### src/tbmc_pkg.sv
// Purpose: Shared constants and types for the tape block mark codec.
// Assumes: 40 MHz system clock; head signals and host strobes are asynchronous.
// Notes: Mark codes other than the data code are local choices held here once.

package tbmc_pkg;

	// ==========================================================
	// Clock and timing
	localparam int CLK_HZ = 40_000_000;
	localparam int CYC_PER_US = CLK_HZ / 1_000_000;
	// Nominal bit rate of the timing track
	localparam int BIT_RATE_HZ = 25_000;
	localparam int BIT_CYC = CLK_HZ / BIT_RATE_HZ;
	// Two missing bit cells mean the tape has stalled
	localparam int LOSS_CYC = 2 * BIT_CYC;
	localparam logic [11:0] LOSS_LAST = 12'(LOSS_CYC - 1);
	// Ready indications stand this long unless a transfer clears them
	localparam int READY_US = 40;
	localparam int READY_CYC = READY_US * CYC_PER_US;
	localparam logic [10:0] READY_LAST = 11'(READY_CYC - 1);

	// ==========================================================
	// Word layout
	localparam int WORD_W = 16;
	localparam int GRP_W = 6;
	localparam int TRACKS = 3;
	localparam int HIGH_USED = 4;
	localparam int KIND_W = 2;
	localparam int ENTRY_W = KIND_W + WORD_W;
	localparam int BUF_DEPTH = 2;
	localparam logic [1:0] BUF_FULL = 2'h2;

	// ==========================================================
	// Mark track codes, six bits as seen in the mark shift register
	localparam logic [5:0] MARK_DATA = 6'h21;
	localparam logic [5:0] MARK_CKSUM = 6'h2a;
	localparam logic [5:0] MARK_BLK_FWD = 6'h15;
	localparam logic [5:0] MARK_BLK_END = 6'h0b;
	localparam logic [5:0] MARK_BLK_REV = 6'h34;
	localparam logic [5:0] MARK_FIN_DATA = 6'h10;
	localparam logic [5:0] MARK_FIN_CKSUM = 6'h18;

	// ==========================================================
	// Tape format
	localparam logic [8:0] WORDS_PER_BLOCK = 9'h100;
	localparam logic [15:0] TRAILER_FIRST = 16'h0190;
	localparam logic [15:0] TRAILER_LAST = 16'h0197;

	// Synchroniser reset image: active-low host strobes idle high
	localparam int SYNC_W = 26;
	localparam logic [25:0] SYNC_RST = 26'h0000007;

	typedef enum logic [1:0] {
		KIND_NONE = 2'h0,
		KIND_BLOCK = 2'h1,
		KIND_DATA = 2'h2,
		KIND_CKSUM = 2'h3
	} tbmc_kind_t;

	typedef enum logic [1:0] {
		REGION_PRELIM = 2'h0,
		REGION_DATA = 2'h1,
		REGION_TRAILER = 2'h2,
		REGION_OTHER = 2'h3
	} tbmc_region_t;

	typedef enum logic [2:0] {
		WR_OFF = 3'h1,
		WR_ARMED = 3'h2,
		WR_SHIFT = 3'h4
	} tbmc_wr_state_t;

endpackage

### src/tbmc_stream_if.sv
// Purpose: Valid/ready word stream between the codec and its buffer.
// Assumes: One clock domain; data is stable while valid and not ready.
// Notes: Entry holds kind in the top bits and the word below.
`timescale 1ns/1ps

interface tbmc_stream_if;
	logic valid;
	logic ready;
	logic [tbmc_pkg::ENTRY_W-1:0] data;
	modport sink(input valid, input data, output ready);
	modport source(output valid, output data, input ready);
endinterface

### src/tbmc_buf2.sv
// Purpose: Two-entry word buffer with valid and ready on both sides.
// Assumes: Push and pop may happen in the same cycle.
// Notes: Full and empty follow the occupancy count exactly.
`timescale 1ns/1ps

module tbmc_buf2 (
	input wire logic i_clk_sys,
	input wire logic i_rst_n,
	tbmc_stream_if.sink s_in,
	tbmc_stream_if.source s_out
);
	logic [tbmc_pkg::ENTRY_W-1:0] mem_reg [0:tbmc_pkg::BUF_DEPTH-1];
	logic wr_ptr_reg;
	logic rd_ptr_reg;
	logic [1:0] cnt_reg;
	logic [1:0] cnt_next;
	wire push = s_in.valid & s_in.ready;
	wire pop = s_out.valid & s_out.ready;

	// ==========================================================
	// Flags and occupancy
	assign s_in.ready = (cnt_reg != tbmc_pkg::BUF_FULL);
	assign s_out.valid = (cnt_reg != 2'h0);
	assign s_out.data = mem_reg[rd_ptr_reg];
	assign cnt_next = (push & ~pop) ? cnt_reg + 2'h1 : (pop & ~push) ? cnt_reg - 2'h1 : cnt_reg;

	// Storage is cleared at reset so the head never shows stale words
	always_ff @(posedge i_clk_sys or negedge i_rst_n) begin
		if (!i_rst_n) begin
			for (int i = 0; i < tbmc_pkg::BUF_DEPTH; i++) begin
				mem_reg[i] <= '0;
			end
		end else if (push) begin
			mem_reg[wr_ptr_reg] <= s_in.data;
		end
	end

	// Pointers wrap naturally at depth two
	always_ff @(posedge i_clk_sys or negedge i_rst_n) begin
		if (!i_rst_n) begin
			wr_ptr_reg <= 1'b0;
			rd_ptr_reg <= 1'b0;
			cnt_reg <= 2'h0;
		end else begin
			wr_ptr_reg <= wr_ptr_reg ^ push;
			rd_ptr_reg <= rd_ptr_reg ^ pop;
			cnt_reg <= cnt_next;
		end
	end
endmodule

### src/tbmc_codec.sv
// Purpose: Mark decode, serial shifting and word framing for block-marked tape.
// Assumes: Head and host signals are asynchronous; host bus is stable around its strobe.
// Notes: Host strobes and ready lines are active low; host data buses and the tape side are positive true.
// How it works
// - Word is six characters over three data tracks.
// - Checksum is 16-bit wrapping sum of data.
// - Leading block number forward, trailing only reverse.
// - Tracks carry low, middle, high six-bit groups.
// - Timing track edges strobe mark and data.
// - Shift four registers serially at bit rate.
// - Mark code 41 octal flags data ready.
// - Distinct marks flag checksum and block numbers.
// - On data ready, load word, shift out.
// - Final mark codes separate write timing.
// - Four hundred blocks of 256 words each.
// - Preliminary blocks carry negative numbers.
// - Trailer blocks 620 to 627 octal follow.
// - Never write timing, mark or block numbers.
// - Host interface lines are active low; here only strobes and ready lines are, the data buses are positive true.
// - Ready lasts 40 us, cleared by transfer.
// - Writers switch off at each block end.
`timescale 1ns/1ps

module tbmc_codec (
	input wire logic i_clk_sys,
	input wire logic i_rst_n,
	input wire logic i_trk_timing,
	input wire logic i_trk_mark,
	input wire logic [2:0] i_trk_data,
	input wire logic i_motion_fwd,
	input wire logic i_motion_rev,
	input wire logic i_in_xfer_n,
	input wire logic i_out_xfer_n,
	input wire logic i_write_on_n,
	input wire logic [15:0] i_out_data,
	output logic [15:0] o_in_data,
	output logic o_block_ready_n,
	output logic o_data_ready_n,
	output logic o_cksum_ready_n,
	output logic o_wr_en,
	output logic [2:0] o_wr_data,
	output logic [1:0] o_blk_region,
	output logic [15:0] o_block_sum,
	output logic o_size_err,
	output logic o_overrun
);

	// ==========================================================
	// Input synchronisers
	logic [tbmc_pkg::SYNC_W-1:0] sync1_reg;
	logic [tbmc_pkg::SYNC_W-1:0] sync2_reg;
	logic [4:0] edge_reg;
	wire [tbmc_pkg::SYNC_W-1:0] async_in;

	// Every pin passes two flops; edge history is taken only from stage two
	assign async_in = {i_out_data, i_trk_timing, i_trk_mark, i_trk_data,
		i_motion_fwd, i_motion_rev, i_in_xfer_n, i_out_xfer_n, i_write_on_n};

	always_ff @(posedge i_clk_sys or negedge i_rst_n) begin
		if (!i_rst_n) begin
			sync1_reg <= tbmc_pkg::SYNC_RST;
			sync2_reg <= tbmc_pkg::SYNC_RST;
		end else begin
			sync1_reg <= async_in;
			sync2_reg <= sync1_reg;
		end
	end

	// Named views of the second stage
	wire [15:0] out_bus = sync2_reg[25:10];
	wire tim_s = sync2_reg[9];
	wire mark_s = sync2_reg[8];
	wire [2:0] dat_s = sync2_reg[7:5];
	wire fwd_s = sync2_reg[4];
	wire rev_s = sync2_reg[3];
	wire in_xfer_s_n = sync2_reg[2];
	wire out_xfer_s_n = sync2_reg[1];
	wire wr_on_s_n = sync2_reg[0];

	// Previous values for edge detection
	always_ff @(posedge i_clk_sys or negedge i_rst_n) begin
		if (!i_rst_n) begin
			edge_reg <= 5'h07;
		end else begin
			edge_reg <= {tim_s, 1'b0, in_xfer_s_n, out_xfer_s_n, wr_on_s_n};
		end
	end

	// Strobe decode; host lines are ground true so a falling edge is a command
	wire tim_rise = tim_s & ~edge_reg[4];
	wire tim_fall = ~tim_s & edge_reg[4];
	wire in_xfer = ~in_xfer_s_n & edge_reg[2];
	wire out_xfer = ~out_xfer_s_n & edge_reg[1];
	wire wr_on_cmd = ~wr_on_s_n & edge_reg[0];
	wire any_xfer = in_xfer | out_xfer;

	// ==========================================================
	// Motion tracking and stall detection
	logic [1:0] dir_reg;
	logic [11:0] idle_reg;
	wire fwd = fwd_s & ~rev_s;
	wire rev = rev_s & ~fwd_s;
	wire moving = fwd | rev;
	wire [1:0] dir_now = {fwd, rev};
	// Any change of direction, stop included, invalidates partial patterns
	wire dir_change = (dir_now != dir_reg);
	wire tape_lost = (idle_reg == tbmc_pkg::LOSS_LAST);
	wire flush = dir_change | tape_lost;

	always_ff @(posedge i_clk_sys or negedge i_rst_n) begin
		if (!i_rst_n) begin
			dir_reg <= 2'h0;
			idle_reg <= 12'h000;
		end else begin
			dir_reg <= dir_now;
			idle_reg <= (tim_rise | tim_fall | tape_lost) ? 12'h000 : idle_reg + 12'h001;
		end
	end

	// ==========================================================
	// Read shift registers: one mark plus three data tracks
	logic [5:0] mark_sr_reg;
	logic [5:0] dat_sr_reg [0:tbmc_pkg::TRACKS-1];
	logic shift_done_reg;
	wire sample = tim_rise & moving;

	// Forward bits enter at the bottom; reverse bits enter at the top so codes keep one orientation
	always_ff @(posedge i_clk_sys or negedge i_rst_n) begin
		if (!i_rst_n) begin
			mark_sr_reg <= 6'h00;
			shift_done_reg <= 1'b0;
		end else begin
			shift_done_reg <= sample & ~flush;
			if (flush) begin
				mark_sr_reg <= 6'h00;
			end else if (sample) begin
				mark_sr_reg <= fwd ? {mark_sr_reg[4:0], mark_s} : {mark_s, mark_sr_reg[5:1]};
			end
		end
	end

	genvar t;
	generate
		for (t = 0; t < tbmc_pkg::TRACKS; t++) begin : g_rd_track
			// Each data track collects one six-bit group per word
			always_ff @(posedge i_clk_sys or negedge i_rst_n) begin
				if (!i_rst_n) begin
					dat_sr_reg[t] <= 6'h00;
				end else if (flush) begin
					dat_sr_reg[t] <= 6'h00;
				end else if (sample) begin
					dat_sr_reg[t] <= fwd ? {dat_sr_reg[t][4:0], dat_s[t]} : {dat_s[t], dat_sr_reg[t][5:1]};
				end
			end
		end
	endgenerate

	// Low, middle and high groups; the top two bits of the high group are dropped
	wire [15:0] rd_word = {dat_sr_reg[2][tbmc_pkg::HIGH_USED-1:0], dat_sr_reg[1], dat_sr_reg[0]};

	// ==========================================================
	// Mark decoder
	wire mark_hit = shift_done_reg;
	wire dec_data = mark_hit & (mark_sr_reg == tbmc_pkg::MARK_DATA);
	wire dec_cksum = mark_hit & (mark_sr_reg == tbmc_pkg::MARK_CKSUM);
	// The leading number is decoded forward only, the trailing one in reverse only
	wire dec_blk_fwd = mark_hit & fwd & (mark_sr_reg == tbmc_pkg::MARK_BLK_FWD);
	wire dec_blk_rev = mark_hit & rev & (mark_sr_reg == tbmc_pkg::MARK_BLK_REV);
	wire dec_blk_end = mark_hit & fwd & (mark_sr_reg == tbmc_pkg::MARK_BLK_END);
	wire dec_fin = mark_hit & ((mark_sr_reg == tbmc_pkg::MARK_FIN_DATA) |
		(mark_sr_reg == tbmc_pkg::MARK_FIN_CKSUM));
	wire dec_block = dec_blk_fwd | dec_blk_rev;
	wire dec_word = dec_data | dec_cksum | dec_block;

	// Entry kind for the host's ready lines
	wire [1:0] dec_kind = dec_block ? tbmc_pkg::KIND_BLOCK : dec_data ? tbmc_pkg::KIND_DATA :
		dec_cksum ? tbmc_pkg::KIND_CKSUM : tbmc_pkg::KIND_NONE;

	// ==========================================================
	// Word buffer toward the host
	tbmc_stream_if buf_in ();
	tbmc_stream_if buf_out ();

	tbmc_buf2 u_buf (
		.i_clk_sys(i_clk_sys),
		.i_rst_n(i_rst_n),
		.s_in(buf_in.sink),
		.s_out(buf_out.source)
	);

	// A full buffer means the host missed two words; that word is dropped and flagged
	assign buf_in.valid = dec_word;
	assign buf_in.data = {dec_kind, rd_word};

	// ==========================================================
	// Presentation register and ready lines
	logic pres_valid_reg;
	logic [1:0] pres_kind_reg;
	logic [15:0] pres_data_reg;
	logic [10:0] age_reg;
	logic overrun_reg;
	wire expire = pres_valid_reg & (age_reg == tbmc_pkg::READY_LAST);
	wire pres_clear = pres_valid_reg & (any_xfer | expire);
	assign buf_out.ready = ~pres_valid_reg;
	wire pres_load = buf_out.valid & ~pres_valid_reg;

	// Word stays still in the register for as long as its ready line stands
	always_ff @(posedge i_clk_sys or negedge i_rst_n) begin
		if (!i_rst_n) begin
			pres_valid_reg <= 1'b0;
			pres_kind_reg <= tbmc_pkg::KIND_NONE;
			pres_data_reg <= 16'h0000;
			age_reg <= 11'h000;
		end else if (pres_load) begin
			pres_valid_reg <= 1'b1;
			pres_kind_reg <= buf_out.data[tbmc_pkg::ENTRY_W-1:tbmc_pkg::WORD_W];
			pres_data_reg <= buf_out.data[tbmc_pkg::WORD_W-1:0];
			age_reg <= 11'h000;
		end else if (pres_clear) begin
			pres_valid_reg <= 1'b0;
			age_reg <= 11'h000;
		end else if (pres_valid_reg) begin
			age_reg <= age_reg + 11'h001;
		end
	end

	// Overrun pulse when a decoded word finds the buffer full
	always_ff @(posedge i_clk_sys or negedge i_rst_n) begin
		if (!i_rst_n) begin
			overrun_reg <= 1'b0;
		end else begin
			overrun_reg <= dec_word & ~buf_in.ready;
		end
	end

	// Ground-true ready lines toward the host
	assign o_block_ready_n = ~(pres_valid_reg & (pres_kind_reg == tbmc_pkg::KIND_BLOCK));
	assign o_data_ready_n = ~(pres_valid_reg & (pres_kind_reg == tbmc_pkg::KIND_DATA));
	assign o_cksum_ready_n = ~(pres_valid_reg & (pres_kind_reg == tbmc_pkg::KIND_CKSUM));
	assign o_in_data = pres_data_reg;
	assign o_overrun = overrun_reg;

	// ==========================================================
	// Write holding register, filled by the host's output transfer
	logic [15:0] wr_hold_reg;

	always_ff @(posedge i_clk_sys or negedge i_rst_n) begin
		if (!i_rst_n) begin
			wr_hold_reg <= 16'h0000;
		end else if (out_xfer) begin
			wr_hold_reg <= out_bus;
		end
	end

	// ==========================================================
	// Writer control
	tbmc_pkg::tbmc_wr_state_t wr_state_reg;
	tbmc_pkg::tbmc_wr_state_t wr_state_next;
	// Only data and checksum marks open a write, so pre-marked fields are never touched
	wire wr_load = (wr_state_reg == tbmc_pkg::WR_ARMED) & (dec_data | dec_cksum);
	// Writers are refused in reverse; the host must respect the enable window
	wire wr_arm = wr_on_cmd & fwd;

	always_comb begin
		wr_state_next = wr_state_reg;
		unique case (wr_state_reg)
			tbmc_pkg::WR_OFF: begin
				if (wr_arm) begin
					wr_state_next = tbmc_pkg::WR_ARMED;
				end
			end
			tbmc_pkg::WR_ARMED: begin
				if (wr_load) begin
					wr_state_next = tbmc_pkg::WR_SHIFT;
				end
			end
			tbmc_pkg::WR_SHIFT: begin
				if (dec_fin) begin
					wr_state_next = tbmc_pkg::WR_ARMED;
				end
			end
			default: begin
				wr_state_next = tbmc_pkg::WR_OFF;
			end
		endcase
		// Block end, stop or reversal turn the writers off whatever the state
		if (dec_blk_end | flush) begin
			wr_state_next = tbmc_pkg::WR_OFF;
		end
	end

	always_ff @(posedge i_clk_sys or negedge i_rst_n) begin
		if (!i_rst_n) begin
			wr_state_reg <= tbmc_pkg::WR_OFF;
		end else begin
			wr_state_reg <= wr_state_next;
		end
	end

	// ==========================================================
	// Write shift registers, one per data track
	logic [5:0] wsr_reg [0:tbmc_pkg::TRACKS-1];
	logic [2:0] wr_data_reg;
	logic wr_en_reg;
	wire [17:0] wr_image = {2'h0, wr_hold_reg};
	wire wr_shift = tim_fall & (wr_state_reg == tbmc_pkg::WR_SHIFT);

	generate
		for (t = 0; t < tbmc_pkg::TRACKS; t++) begin : g_wr_track
			// Bits change on the falling timing edge, half a cell from the read strobe
			always_ff @(posedge i_clk_sys or negedge i_rst_n) begin
				if (!i_rst_n) begin
					wsr_reg[t] <= 6'h00;
					wr_data_reg[t] <= 1'b0;
				end else if (wr_load) begin
					wsr_reg[t] <= wr_image[t*tbmc_pkg::GRP_W +: tbmc_pkg::GRP_W];
				end else if (wr_shift) begin
					wr_data_reg[t] <= wsr_reg[t][5];
					wsr_reg[t] <= {wsr_reg[t][4:0], 1'b0};
				end
			end
		end
	endgenerate

	// Writer enable follows the shift state only
	always_ff @(posedge i_clk_sys or negedge i_rst_n) begin
		if (!i_rst_n) begin
			wr_en_reg <= 1'b0;
		end else begin
			wr_en_reg <= (wr_state_next == tbmc_pkg::WR_SHIFT);
		end
	end

	assign o_wr_en = wr_en_reg;
	assign o_wr_data = wr_data_reg;

	// ==========================================================
	// Per-block bookkeeping
	logic [8:0] word_cnt_reg;
	logic [15:0] sum_reg;
	logic size_err_reg;
	logic [1:0] region_reg;
	// While writing, the sum follows the words going out, else the words read
	wire [15:0] acc_word = (wr_state_reg == tbmc_pkg::WR_ARMED) ? wr_hold_reg : rd_word;
	// Negative numbers lead, then data blocks, then the trailer range
	wire [1:0] region_now = rd_word[15] ? tbmc_pkg::REGION_PRELIM :
		(rd_word < tbmc_pkg::TRAILER_FIRST) ? tbmc_pkg::REGION_DATA :
		(rd_word <= tbmc_pkg::TRAILER_LAST) ? tbmc_pkg::REGION_TRAILER :
		tbmc_pkg::REGION_OTHER;

	always_ff @(posedge i_clk_sys or negedge i_rst_n) begin
		if (!i_rst_n) begin
			word_cnt_reg <= 9'h000;
			sum_reg <= 16'h0000;
			size_err_reg <= 1'b0;
			region_reg <= tbmc_pkg::REGION_OTHER;
		end else if (dec_block) begin
			word_cnt_reg <= 9'h000;
			sum_reg <= 16'h0000;
			size_err_reg <= 1'b0;
			region_reg <= region_now;
		end else if (dec_data) begin
			word_cnt_reg <= word_cnt_reg + 9'h001;
			sum_reg <= sum_reg + acc_word;
		end else if (dec_cksum) begin
			size_err_reg <= (word_cnt_reg != tbmc_pkg::WORDS_PER_BLOCK);
		end
	end

	assign o_blk_region = region_reg;
	assign o_block_sum = sum_reg;
	assign o_size_err = size_err_reg;

endmodule

### config.mk
export PLATFORM = sky130hd
export DESIGN_NAME = tbmc_codec
export DESIGN_NICKNAME = d
export VERILOG_FILES = /design/src/tbmc_pkg.sv /design/src/tbmc_stream_if.sv /design/src/tbmc_buf2.sv /design/src/tbmc_codec.sv
export SDC_FILE = /design/constraint.sdc
export NUM_CORES = 1
export LEC_CHECK = 0
export ABC_CLOCK_PERIOD_IN_PS = 3200
export BUFFER_PORTS_ARGS = -buffer_cell sky130_fd_sc_hd__buf_2
export CAP_MARGIN = 20
export CORE_MARGIN = 8
export CORE_UTILIZATION = 35
export DETAILED_ROUTE_END_ITERATION = 10
export PLACE_DENSITY = 0.59
export SYNTH_ARGS = -nofsm -noshare
export SYNTH_HDL_FRONTEND = slang
export SYNTH_HIERARCHICAL = 1
export SYNTH_SLANG_ARGS = --single-unit
### constraint.sdc
create_clock -name i_clk_sys -period 3.2 [get_ports i_clk_sys]
set_input_delay 0.32 -clock i_clk_sys [delete_from_list [all_inputs] [get_ports i_clk_sys]]
set_output_delay 0.32 -clock i_clk_sys [all_outputs]
set_load 0.1 [all_outputs]
==> results.sh, run 1 <==
export IMPL_final_cell_mix="223 x dfrtp_1, 76 x mux2_2, 69 x buf_2, 61 x nand2_1, 52 x o21ai_0"
export IMPL_grt_antenna_before_repair=0
export IMPL_drt_total_wl_um=22400
export IMPL_crit_start="wr_state_reg[2]"
export IMPL_relSlewSlack_pct=31.4
export IMPL_area_delta_synth_final_pct=17.6
export IMPL_place_congestion=0.922
export IMPL_final_antenna_net_count=0
export IMPL_start_util_pct=35.6
export IMPL_grt_usage_pct=12.4
export IMPL_status="finished, final reports clean"
export IMPL_wl_per_cell_um=16.5
export IMPL_cts_sinks=235
export IMPL_worstHoldPathType="reg2reg"
export IMPL_synth_cell_types=68
export IMPL_vias_per_cell=4.93
export IMPL_final_common_cell="dfrtp_1"
export IMPL_port_buffers=70
export IMPL_insertion_delay_ns=0.53
export IMPL_io_pins=71
export IMPL_end_kind="register"
export IMPL_h_tree_depth=1
export IMPL_grt_max_degree=105
export IMPL_startpoint_type="register"
export IMPL_grt_pass1_vias=6747
export IMPL_hpwlAfterDp_um=15200
export IMPL_diodes=0
export IMPL_crit_end="o_block_sum[13]"
export IMPL_syn_nets=894
export IMPL_die_w_um=190
export IMPL_cts_buffer_depth=3
export IMPL_ff2ff_path_depth=11
export IMPL_cts_tree="built"
export IMPL_synth_area_um2=10600
export IMPL_power_density_nw_per_um2=533
export IMPL_setup_viol_count_final=0
export IMPL_ys_warn_count=6
export IMPL_synth_edf_count=0
export IMPL_rr_endpoint="o_block_sum[13]"
export IMPL_grt_overflow=0
export IMPL_cts_made_buffers=26
export IMPL_synth_flop_cell="dfrtp_1"
export IMPL_hold_buffers=27
export IMPL_synth_area_per_cell_um2=12.7
export IMPL_drcViolationCount=0
export IMPL_ys_ff_latch=235
export IMPL_path_class="reg2reg"
export IMPL_worstReg2RegStart="wr_state_reg[2]"
export IMPL_worst_pin_slew_ns=1.03
export IMPL_ys_seq_area_share_pct=55.5
export IMPL_p_leak_nw=5.90
export IMPL_largest_register_ffs=36
export IMPL_dieArea_um2=36200
export IMPL_via_count=6672
export IMPL_ys_async_sr_fraction_pct=100
export IMPL_nNetsFinal=999
export IMPL_crit_fanout=17
export IMPL_r2r_setup_slack_ns=0.24
export IMPL_period_share_pct=92.6
export IMPL_final_max_slew_viol_count=0
export IMPL_postCtsResizedCells=0
export IMPL_clk_pin_slew_ns=0.06
export IMPL_postCtsSetupBuffers=0
export IMPL_synthCells=839
export IMPL_required_ns=3.62
export IMPL_cts_root_buf="clkbuf_16"
export IMPL_placed_cells=1279
export IMPL_dr_pass1_iters=4
export IMPL_finalCriticalPeriod_ns=2.96
export IMPL_drt_iter0_drc=459
export IMPL_rsz0062_at_grt="no"
export IMPL_arrival_ns=3.39
export IMPL_hold_violations=0
export IMPL_grt_pass1_wl_um=36800
export IMPL_rows=63
export IMPL_fin_cells=1353
export IMPL_fp_coreArea_um2=29800
export IMPL_ir_worst_vdd_mv=0.458
export IMPL_clock_skew_final_ns=0.0113
export IMPL_tns_ns=0
export IMPL_drive_gt1_share_pct=28.2
export IMPL_fp_dieH_um=190
export IMPL_max_cap_violations=0
export IMPL_fmax_ghz=0.337
==> critical path, cell delays in order, from the launching register on <==
cell	delay [ns]
dfrtp_1	0.40
nand2b_1	0.18
nor2_2	0.14
buf_12	0.17
mux2_2	0.35
ha_1	0.38
a21oi_1	0.24
o21ai_1	0.13
nor3_1	0.20
a21oi_1	0.11
or3_1	0.31
a32o_1	0.24
==> where the power goes <==
| group | total (W) | switching [W] | internal (W) |
|---|---|---|---|
| Sequential | 0.00326 | 0.000165 | 0.00310 |
| Clock | 0.00283 | 0.00116 | 0.00166 |
| Combinational | 0.000562 | 0.000296 | 0.000267 |
| Total | 0.00665 | 0.00162 | 0.00503 |
==> cell type report <==
cell class / instances / area, µm²
clock inverter: 4 / 33.8
inverter: 22 / 82.6
tap: 390 / 488
clock buffer: 43 / 785
sequential: 235 / 5900
timing repair buffer: 115 / 803
multi-input combinational: 544 / 4390
fill: 2847 / 17300
==> kinds of logic (layout without fill, tap and decap cells) <==
group | after synthesis | after routing | share of synthesized area (%)
muxes | 131 | 131 | 14.6
DFF | 235 | 235 | 55.5
adders and majority gates | 27 | 27 | 3.25
AOI/OAI and AO/OA | 157 | 157 | 11.2
and+or+nand+nor | 198 | 198 | 9.75
xor gates and xnor gates | 31 | 31 | 2.56
buffers and inverters | 60 | 184 | 3.12
==> through the flow <==
step           total power, W  hold WS, ns  setup slack, ns  instance area [µm²]  utilization [%]
2_1_floorplan         0.00368       0.0244           0.0617                10600                -
3_3_place_gp          0.00385        0.334            0.327                11400             38.2
3_5_place_dp          0.00386        0.335            0.282                11400             38.2
4_1_cts               0.00675        0.347            0.247                12500             41.9
5_1_grt               0.00696        0.355           0.0572                12500             41.9
6_report              0.00665        0.346            0.236                12500             41.9
==> worst min path at each step <==
stage	depth (start not counted)	from	slack, ns	endpoint
after floorplan	0	i_rst_n	0.02	age_reg[0]
after global placement	0	sync1_reg[21]	0.33	sync2_reg[21]
after detailed placement	0	sync1_reg[14]	0.33	sync2_reg[14]
after CTS	0	sync1_reg[18]	0.35	sync2_reg[18]
after global routing	0	sync1_reg[15]	0.35	sync2_reg[15]
final	0	sync1_reg[14]	0.35	sync2_reg[14]
==> cells in the mapped netlist (all sizes together), types with 3 or more instances <==
master	count	area share, %
a21o	15	1.1
a21oi	22	1.0
a22o	15	1.2
and2	3	0.18
and3	13	0.77
buf	15	1.5
clkbuf	23	0.82
dfrtp	223	53
dfstp	12	3.0
ha	26	3.1
inv	22	0.78
mux2	105	12
mux2i	26	2.5
nand2	61	2.2
nand2b	10	0.59
nand3	17	0.85
nand3b	5	0.35
nand4	8	0.47
nor2	39	1.4
nor2b	12	0.71
nor3	4	0.24
nor4	4	0.24
nor4b	6	0.64
o21a	5	0.35
o21ai	53	2.5
o2bb2ai	24	3.2
o31ai	4	0.28
or2	3	0.18
or3	5	0.34
or3b	3	0.25
xnor2	10	0.82
xor2	21	1.7
==> layer usage <==
layer | global-route usage, % | part of all wire (%)
met1 | 17.5 | 49
met2 | 18.9 | 44
met3 | 2.45 | 4.6
met4 | 3.70 | 2.2
met5 | 0 | 0
No activity file was read; power rests on OpenSTA's default activity.
==> inputs of run 2 (changes only) <==
CORE_MARGIN = unset   (was 8)
==> run 2 against run 1 <==
Compared with the run above: sequential power is 1% lower; count of clock-buffer cells in the layout fell by 6; final cell count increased by 0.15%; register-to-register slack better by 0.02 ns; global-route usage up 2.4 points; cell area up 1.1%; critical path depth unchanged; die area shrank 14%; core utilization increased by 0.56 points; first-iteration DRC count fell by 15%; critical endpoint unchanged; highest routed layer unchanged.
==> results.sh, run 2 (synthesis gave the netlist of run 1 again) <==
export IMPL_status="finished, final reports clean"
export IMPL_clk_pin_slew_ns=0.06
export IMPL_place_congestion=0.880
export IMPL_worst_pin_slew_ns=0.695
export IMPL_port_buffers=70
export IMPL_largest_register_ffs=36
export IMPL_max_cap_violations=0
export IMPL_grt_antenna_before_repair=0
export IMPL_fp_dieH_um=176
export IMPL_area_delta_synth_final_pct=18.8
export IMPL_final_common_cell="dfrtp_1"
export IMPL_grtUsageMet2_pct=22.9
export IMPL_fmax_ghz=0.339
export IMPL_worstHoldPathType="reg2reg"
export IMPL_end_kind="register"
export IMPL_grt_max_degree=89
export IMPL_rsz0062_at_grt="no"
export IMPL_wl_per_cell_um=16.2
export IMPL_r2r_setup_slack_ns=0.25
export IMPL_finalCriticalPeriod_ns=2.95
export IMPL_period_share_pct=92.1
export IMPL_p_leak_nw=5.96
export IMPL_io_pins=71
export IMPL_crit_fanout=17
export IMPL_power_density_nw_per_um2=554
export IMPL_diodes=0
export IMPL_rr_endpoint="o_block_sum[13]"
export IMPL_path_class="reg2reg"
export IMPL_grtUsageMet1_pct=21.4
export IMPL_hpwlAfterDp_um=14800
export IMPL_placed_cells=1279
export IMPL_final_cell_mix="223 x dfrtp_1, 76 x mux2_2, 69 x buf_2, 61 x nand2_1, 52 x o21ai_0"
export IMPL_arrival_ns=3.37
export IMPL_dieArea_um2=31000
export IMPL_vias_per_cell=4.91
export IMPL_required_ns=3.62
export IMPL_hold_violations=0
export IMPL_ff2ff_path_depth=11
export IMPL_final_util_pct=42.4
export IMPL_start_util_pct=35.7
export IMPL_final_antenna_net_count=0
export IMPL_clock_skew_final_ns=0.0132
export IMPL_ir_worst_vdd_mv=0.422
export IMPL_startpoint_type="register"
export IMPL_tns_ns=0
export IMPL_via_count=6657
export IMPL_cts_buffer_depth=3
export IMPL_cts_sinks=235
export IMPL_whs_path_depth=0
export IMPL_drive_gt1_share_pct=29.0
export IMPL_grt_usage_pct=14.8
export IMPL_grt_pass1_vias=6818
export IMPL_design_area_um2=12600
export IMPL_cts_root_buf="clkbuf_16"
export IMPL_drcViolationCount=0
export IMPL_busiest_layer="met2"
export IMPL_rows=63
export IMPL_grt_pass1_wl_um=36700
export IMPL_insertion_delay_ns=0.54
export IMPL_setup_viol_count_final=0
export IMPL_worstReg2RegStart="wr_state_reg[2]"
export IMPL_place_area_um2=11400
export IMPL_relSlewSlack_pct=53.7
export IMPL_final_max_slew_viol_count=0
export IMPL_fin_cells=1355
export IMPL_nNetsFinal=1000
export IMPL_cts_made_buffers=27
export IMPL_drt_iter0_drc=388
export IMPL_hold_start="sync1_reg[12]"
export IMPL_cts_tree="built"
export IMPL_grt_overflow=0
export IMPL_fp_coreArea_um2=29700
export IMPL_h_tree_depth=1
export IMPL_hold_end="sync2_reg[12]"
export IMPL_die_w_um=176
export IMPL_drt_total_wl_um=21900
export IMPL_grt_util_met3_pct=2.56
export IMPL_dr_pass1_iters=4
## run 2: how the worst max path moves through the flow
stage / startpoint / to / slack (ns) / cells after the start
after floorplan: wr_state_reg[2] / o_block_sum[13] / 0.06 / 12
after CTS: wr_state_reg[2] / o_block_sum[13] / 0.26 / 11
after detailed placement: wr_state_reg[2] / o_block_sum[12] / 0.29 / 13
after global routing: wr_state_reg[2] / o_block_sum[12] / 0.03 / 13
final: wr_state_reg[2] / o_block_sum[13] / 0.25 / 11
after global placement: wr_state_reg[2] / o_block_sum[13] / 0.33 / 11
## run 2: repair_timing
action                    CTS  global route
setup buffers               0             0
hold endpoints to repair  106             0
resized for setup           0             0
hold buffers               27             0
## run 2: power breakdown
part	switching, W	internal, W
clock network	0.00123	0.00194
logic	0.000339	0.000269
registers	0.000120	0.00310
## run 2: final cells by class
class	count	area, µm²
repair buffers	115	828
multi-input cells	544	4390
well taps	390	488
fillers	2772	17100
clock inverters	12	154
flip-flops and latches	235	5900
clock buffers	37	773
inverters	22	82.6
## run 2: metrics by stage
step	setup slack, ns	hold slack (ns)	power [W]
2_1_floorplan	0.0617	0.0244	0.00368
3_3_place_gp	0.334	0.333	0.00385
3_5_place_dp	0.292	0.335	0.00387
4_1_cts	0.265	0.348	0.00712
5_1_grt	0.0342	0.352	0.00731
6_report	0.254	0.343	0.00699
## run 2: critical path, stage by stage (launching register included)
cell      delay [ns]
dfrtp_1         0.40
nand2b_1        0.18
nor2_2          0.15
buf_12          0.17
mux2_2          0.35
ha_1            0.37
a21oi_1         0.23
o21ai_1         0.12
nor3_1          0.19
a21oi_1         0.11
or3_1           0.31
a32o_1          0.25
## run 2: layer usage
metal	routed length (µm)	up-vias
met5	0	-
li1	-	3207
met4	369	0
met2	9960	105
met1	10700	3316
met3	902	29
==> inputs of run 3 (changes only) <==
ABC_AREA = 1   (was unset)
==> run 3 against run 2 <==
Compared with the run above: final cell count is 23% higher; count of clock-buffer cells in the layout fell by 1; area after synthesis increased by 1.8%; register-to-register slack improved by 0.29 ns; hold slack better by 0.0012 ns; first-iteration DRC count rose by 12%; core utilization down 0.10 points; total power fell by 1.3%; sequential share of layout area shrank 0.38 points; maximum frequency increased by 11%; sequential power grew 1%.
==> results.sh, run 3 <==
export IMPL_final_common_cell="nand2_1"
export IMPL_hold_violations=0
export IMPL_drive_gt1_share_pct=18.3
export IMPL_largest_register_ffs=36
export IMPL_final_cell_mix="292 x nand2_1, 223 x dfrtp_1, 132 x inv_1, 73 x nor2_1, 72 x o21ai_0"
export IMPL_path_class="reg2reg"
export IMPL_dr_pass1_iters=5
export IMPL_syn_nets=1210
export IMPL_post_place_ws_ns=0.576
export IMPL_diodes=0
export IMPL_fmax_ghz=0.377
export IMPL_hold_buffers=27
export IMPL_nNetsFinal=1314
export IMPL_grt_pass1_vias=7737
export IMPL_grt_pass1_wl_um=39900
export IMPL_dieArea_um2=31600
export IMPL_yosys_area_top_type="dfrtp_1"
export IMPL_via_count=7885
export IMPL_arrival_ns=3.08
export IMPL_rows=63
export IMPL_synthCells=1155
export IMPL_worstHoldPathType="reg2reg"
export IMPL_final_max_slew_viol_count=0
export IMPL_grt_antenna_before_repair=0
export IMPL_postCtsResizedCells=0
export IMPL_p_leak_nw=6.30
export IMPL_switching_share_pct=25.2
export IMPL_synth_area_um2=10800
export IMPL_ys_async_sr_fraction_pct=100
export IMPL_grt_overflow=0
export IMPL_cts_buffer_depth=3
export IMPL_postCtsSetupBuffers=0
export IMPL_synth_area_per_cell_um2=9.36
export IMPL_insertion_delay_ns=0.54
export IMPL_intPower_w=0.00516
export IMPL_finalCriticalPeriod_ns=2.65
export IMPL_power_density_nw_per_um2=542
export IMPL_grt_usage_pct=15.8
export IMPL_combPwrFrac_pct=8.3
export IMPL_worst_pin_slew_ns=1.03
export IMPL_io_pins=71
export IMPL_ys_ff_latch=235
export IMPL_drcViolationCount=0
export IMPL_startpoint_type="register"
export IMPL_yosysMostFrequentCell="nand2_1"
export IMPL_grt_max_degree=97
export IMPL_whs_ns=0.345
export IMPL_required_ns=3.63
export IMPL_cts_sinks=235
export IMPL_clk_pin_slew_ns=0.06
export IMPL_drt_iter0_drc=434
export IMPL_tns_ns=0
export IMPL_final_util_pct=42.3
export IMPL_h_tree_depth=1
export IMPL_die_w_um=178
export IMPL_synth_common_cells="292 x nand2_1, 223 x dfrtp_1, 132 x inv_1"
export IMPL_wl_per_cell_um=14.2
export IMPL_cts_root_buf="clkbuf_16"
export IMPL_ys_top_cells_by_area="dfrtp_1 52%, nand2_1 10%, inv_1 4.6%"
export IMPL_status="finished, final reports clean"
export IMPL_ir_worst_vdd_mv=0.321
export IMPL_start_util_pct=36.0
export IMPL_placed_cells=1593
export IMPL_rsz0062_at_grt="no"
export IMPL_fp_dieH_um=178
export IMPL_cts_tree="built"
export IMPL_place_congestion=0.823
export IMPL_ys_warn_count=6
export IMPL_r2r_setup_slack_ns=0.55
export IMPL_synth_cell_types=48
export IMPL_hpwlAfterDp_um=16500
export IMPL_cts_made_buffers=27
export IMPL_yosysTopAreaCellShare_pct=51.6
export IMPL_ys_seq_area_share_pct=54.5
export IMPL_final_antenna_net_count=0
export IMPL_seq_power_share_pct=47.2
export IMPL_vias_per_cell=4.72
export IMPL_crit_fanout=31
export IMPL_drt_total_wl_um=23700
export IMPL_synth_edf_count=0
export IMPL_clkPwrFrac_pct=44.5
export IMPL_clock_skew_final_ns=0.0207
export IMPL_port_buffers=70
export IMPL_end_kind="register"
export IMPL_max_cap_violations=0
export IMPL_fin_cells=1670
export IMPL_period_share_pct=82.9
export IMPL_fin_ws_ns=0.549
export IMPL_synth_flop_cell="dfrtp_1"
export IMPL_power_switching_w=0.00174
export IMPL_setup_viol_count_final=0
export IMPL_area_delta_synth_final_pct=17.7
export IMPL_relSlewSlack_pct=31.1
export IMPL_fp_coreArea_um2=30000
==> run 3: changes by cell type after synthesis, sizes merged, moves of 22 or more <==
cell / previous run / this run
mux2: 105 / 54
o21ai: 53 / 75
inv: 22 / 139
nand3: 17 / 69
nor2: 39 / 78
nand2: 61 / 306
o2bb2ai: 24 / 0
mux2i: 26 / 0
==> run 3: cells by family after synthesis <==
family / Yosys count / synth area share (%)
AND/OR/NAND/NOR: 507 / 20.9
buffers and inverters: 176 / 6.99
flip-flops: 235 / 54.5
AO/OA/AOI/OAI: 143 / 7.37
multiplexers: 54 / 5.97
XOR/XNOR: 13 / 1.05
adder cells (fa/ha/maj): 27 / 3.20
==> run 3: critical path: stages (launching register included) <==
cell	delay (ns)
dfrtp_1	0.37
inv_2	0.10
nand3_1	0.18
inv_2	0.40
nand2_1	0.08
o21ai_1	0.10
ha_1	0.19
inv_1	0.06
fa_1	0.41
inv_1	0.09
nand4_1	0.09
nand2_1	0.16
nand2_1	0.09
nand2_1	0.07
nand2_1	0.04
nand3_1	0.06
nand2_1	0.05
==> run 3: path summary, 6_finish.rpt <==
| check | start | end | cells past startpoint |
|---|---|---|---|
| setup / recovery | wr_state_reg[2] | o_block_sum[14] | 16 |
| hold / removal | sync1_reg[8] | sync2_reg[8] | 0 |
| setup reg to reg | wr_state_reg[2] | o_block_sum[14] | 16 |
| hold reg to reg | sync1_reg[8] | sync2_reg[8] | 0 |
| max in group asynchronous | i_rst_n | sync1_reg[1] | 3 |
| min in group asynchronous | i_rst_n | sync2_reg[7] | 2 |
==> run 3: area by class of cell <==
cell class | instances | area, µm²
fill | 2921 | 17300
timing repair buffer | 110 | 741
tap | 390 | 488
multi-input combinational | 744 | 4160
sequential | 235 | 5900
inverter | 141 | 534
clock buffer | 36 | 769
clock inverter | 14 | 134
==> run 3: metrics by stage <==
| step | power, W | area (µm²) |
|---|---|---|
| 2_1_floorplan | 0.00365 | 10800 |
| 3_3_place_gp | 0.00385 | 11500 |
| 3_5_place_dp | 0.00387 | 11500 |
| 4_1_cts | 0.00701 | 12700 |
| 5_1_grt | 0.00723 | 12700 |
| 6_report | 0.00690 | 12700 |
==> run 3: metal layers <==
layer,vias to the layer above,global-route usage (%),share of wire (%)
met5,-,0,0
met4,0,4.10,1.8
met3,29,2.78,5.0
met2,152,24.8,44
met1,3736,22.4,49
li1,3968,-,-
==> run 3: power groups by stage <==
stage | sequential [W] | clock (W) | combinational [W]
2_1_floorplan | 0.00322 | 0 | 0.000429
3_3_place_gp | 0.00331 | 0 | 0.000541
3_5_place_dp | 0.00331 | 0 | 0.000551
4_1_cts | 0.00326 | 0.00317 | 0.000580
5_1_grt | 0.00328 | 0.00329 | 0.000653
6_report | 0.00326 | 0.00307 | 0.000573
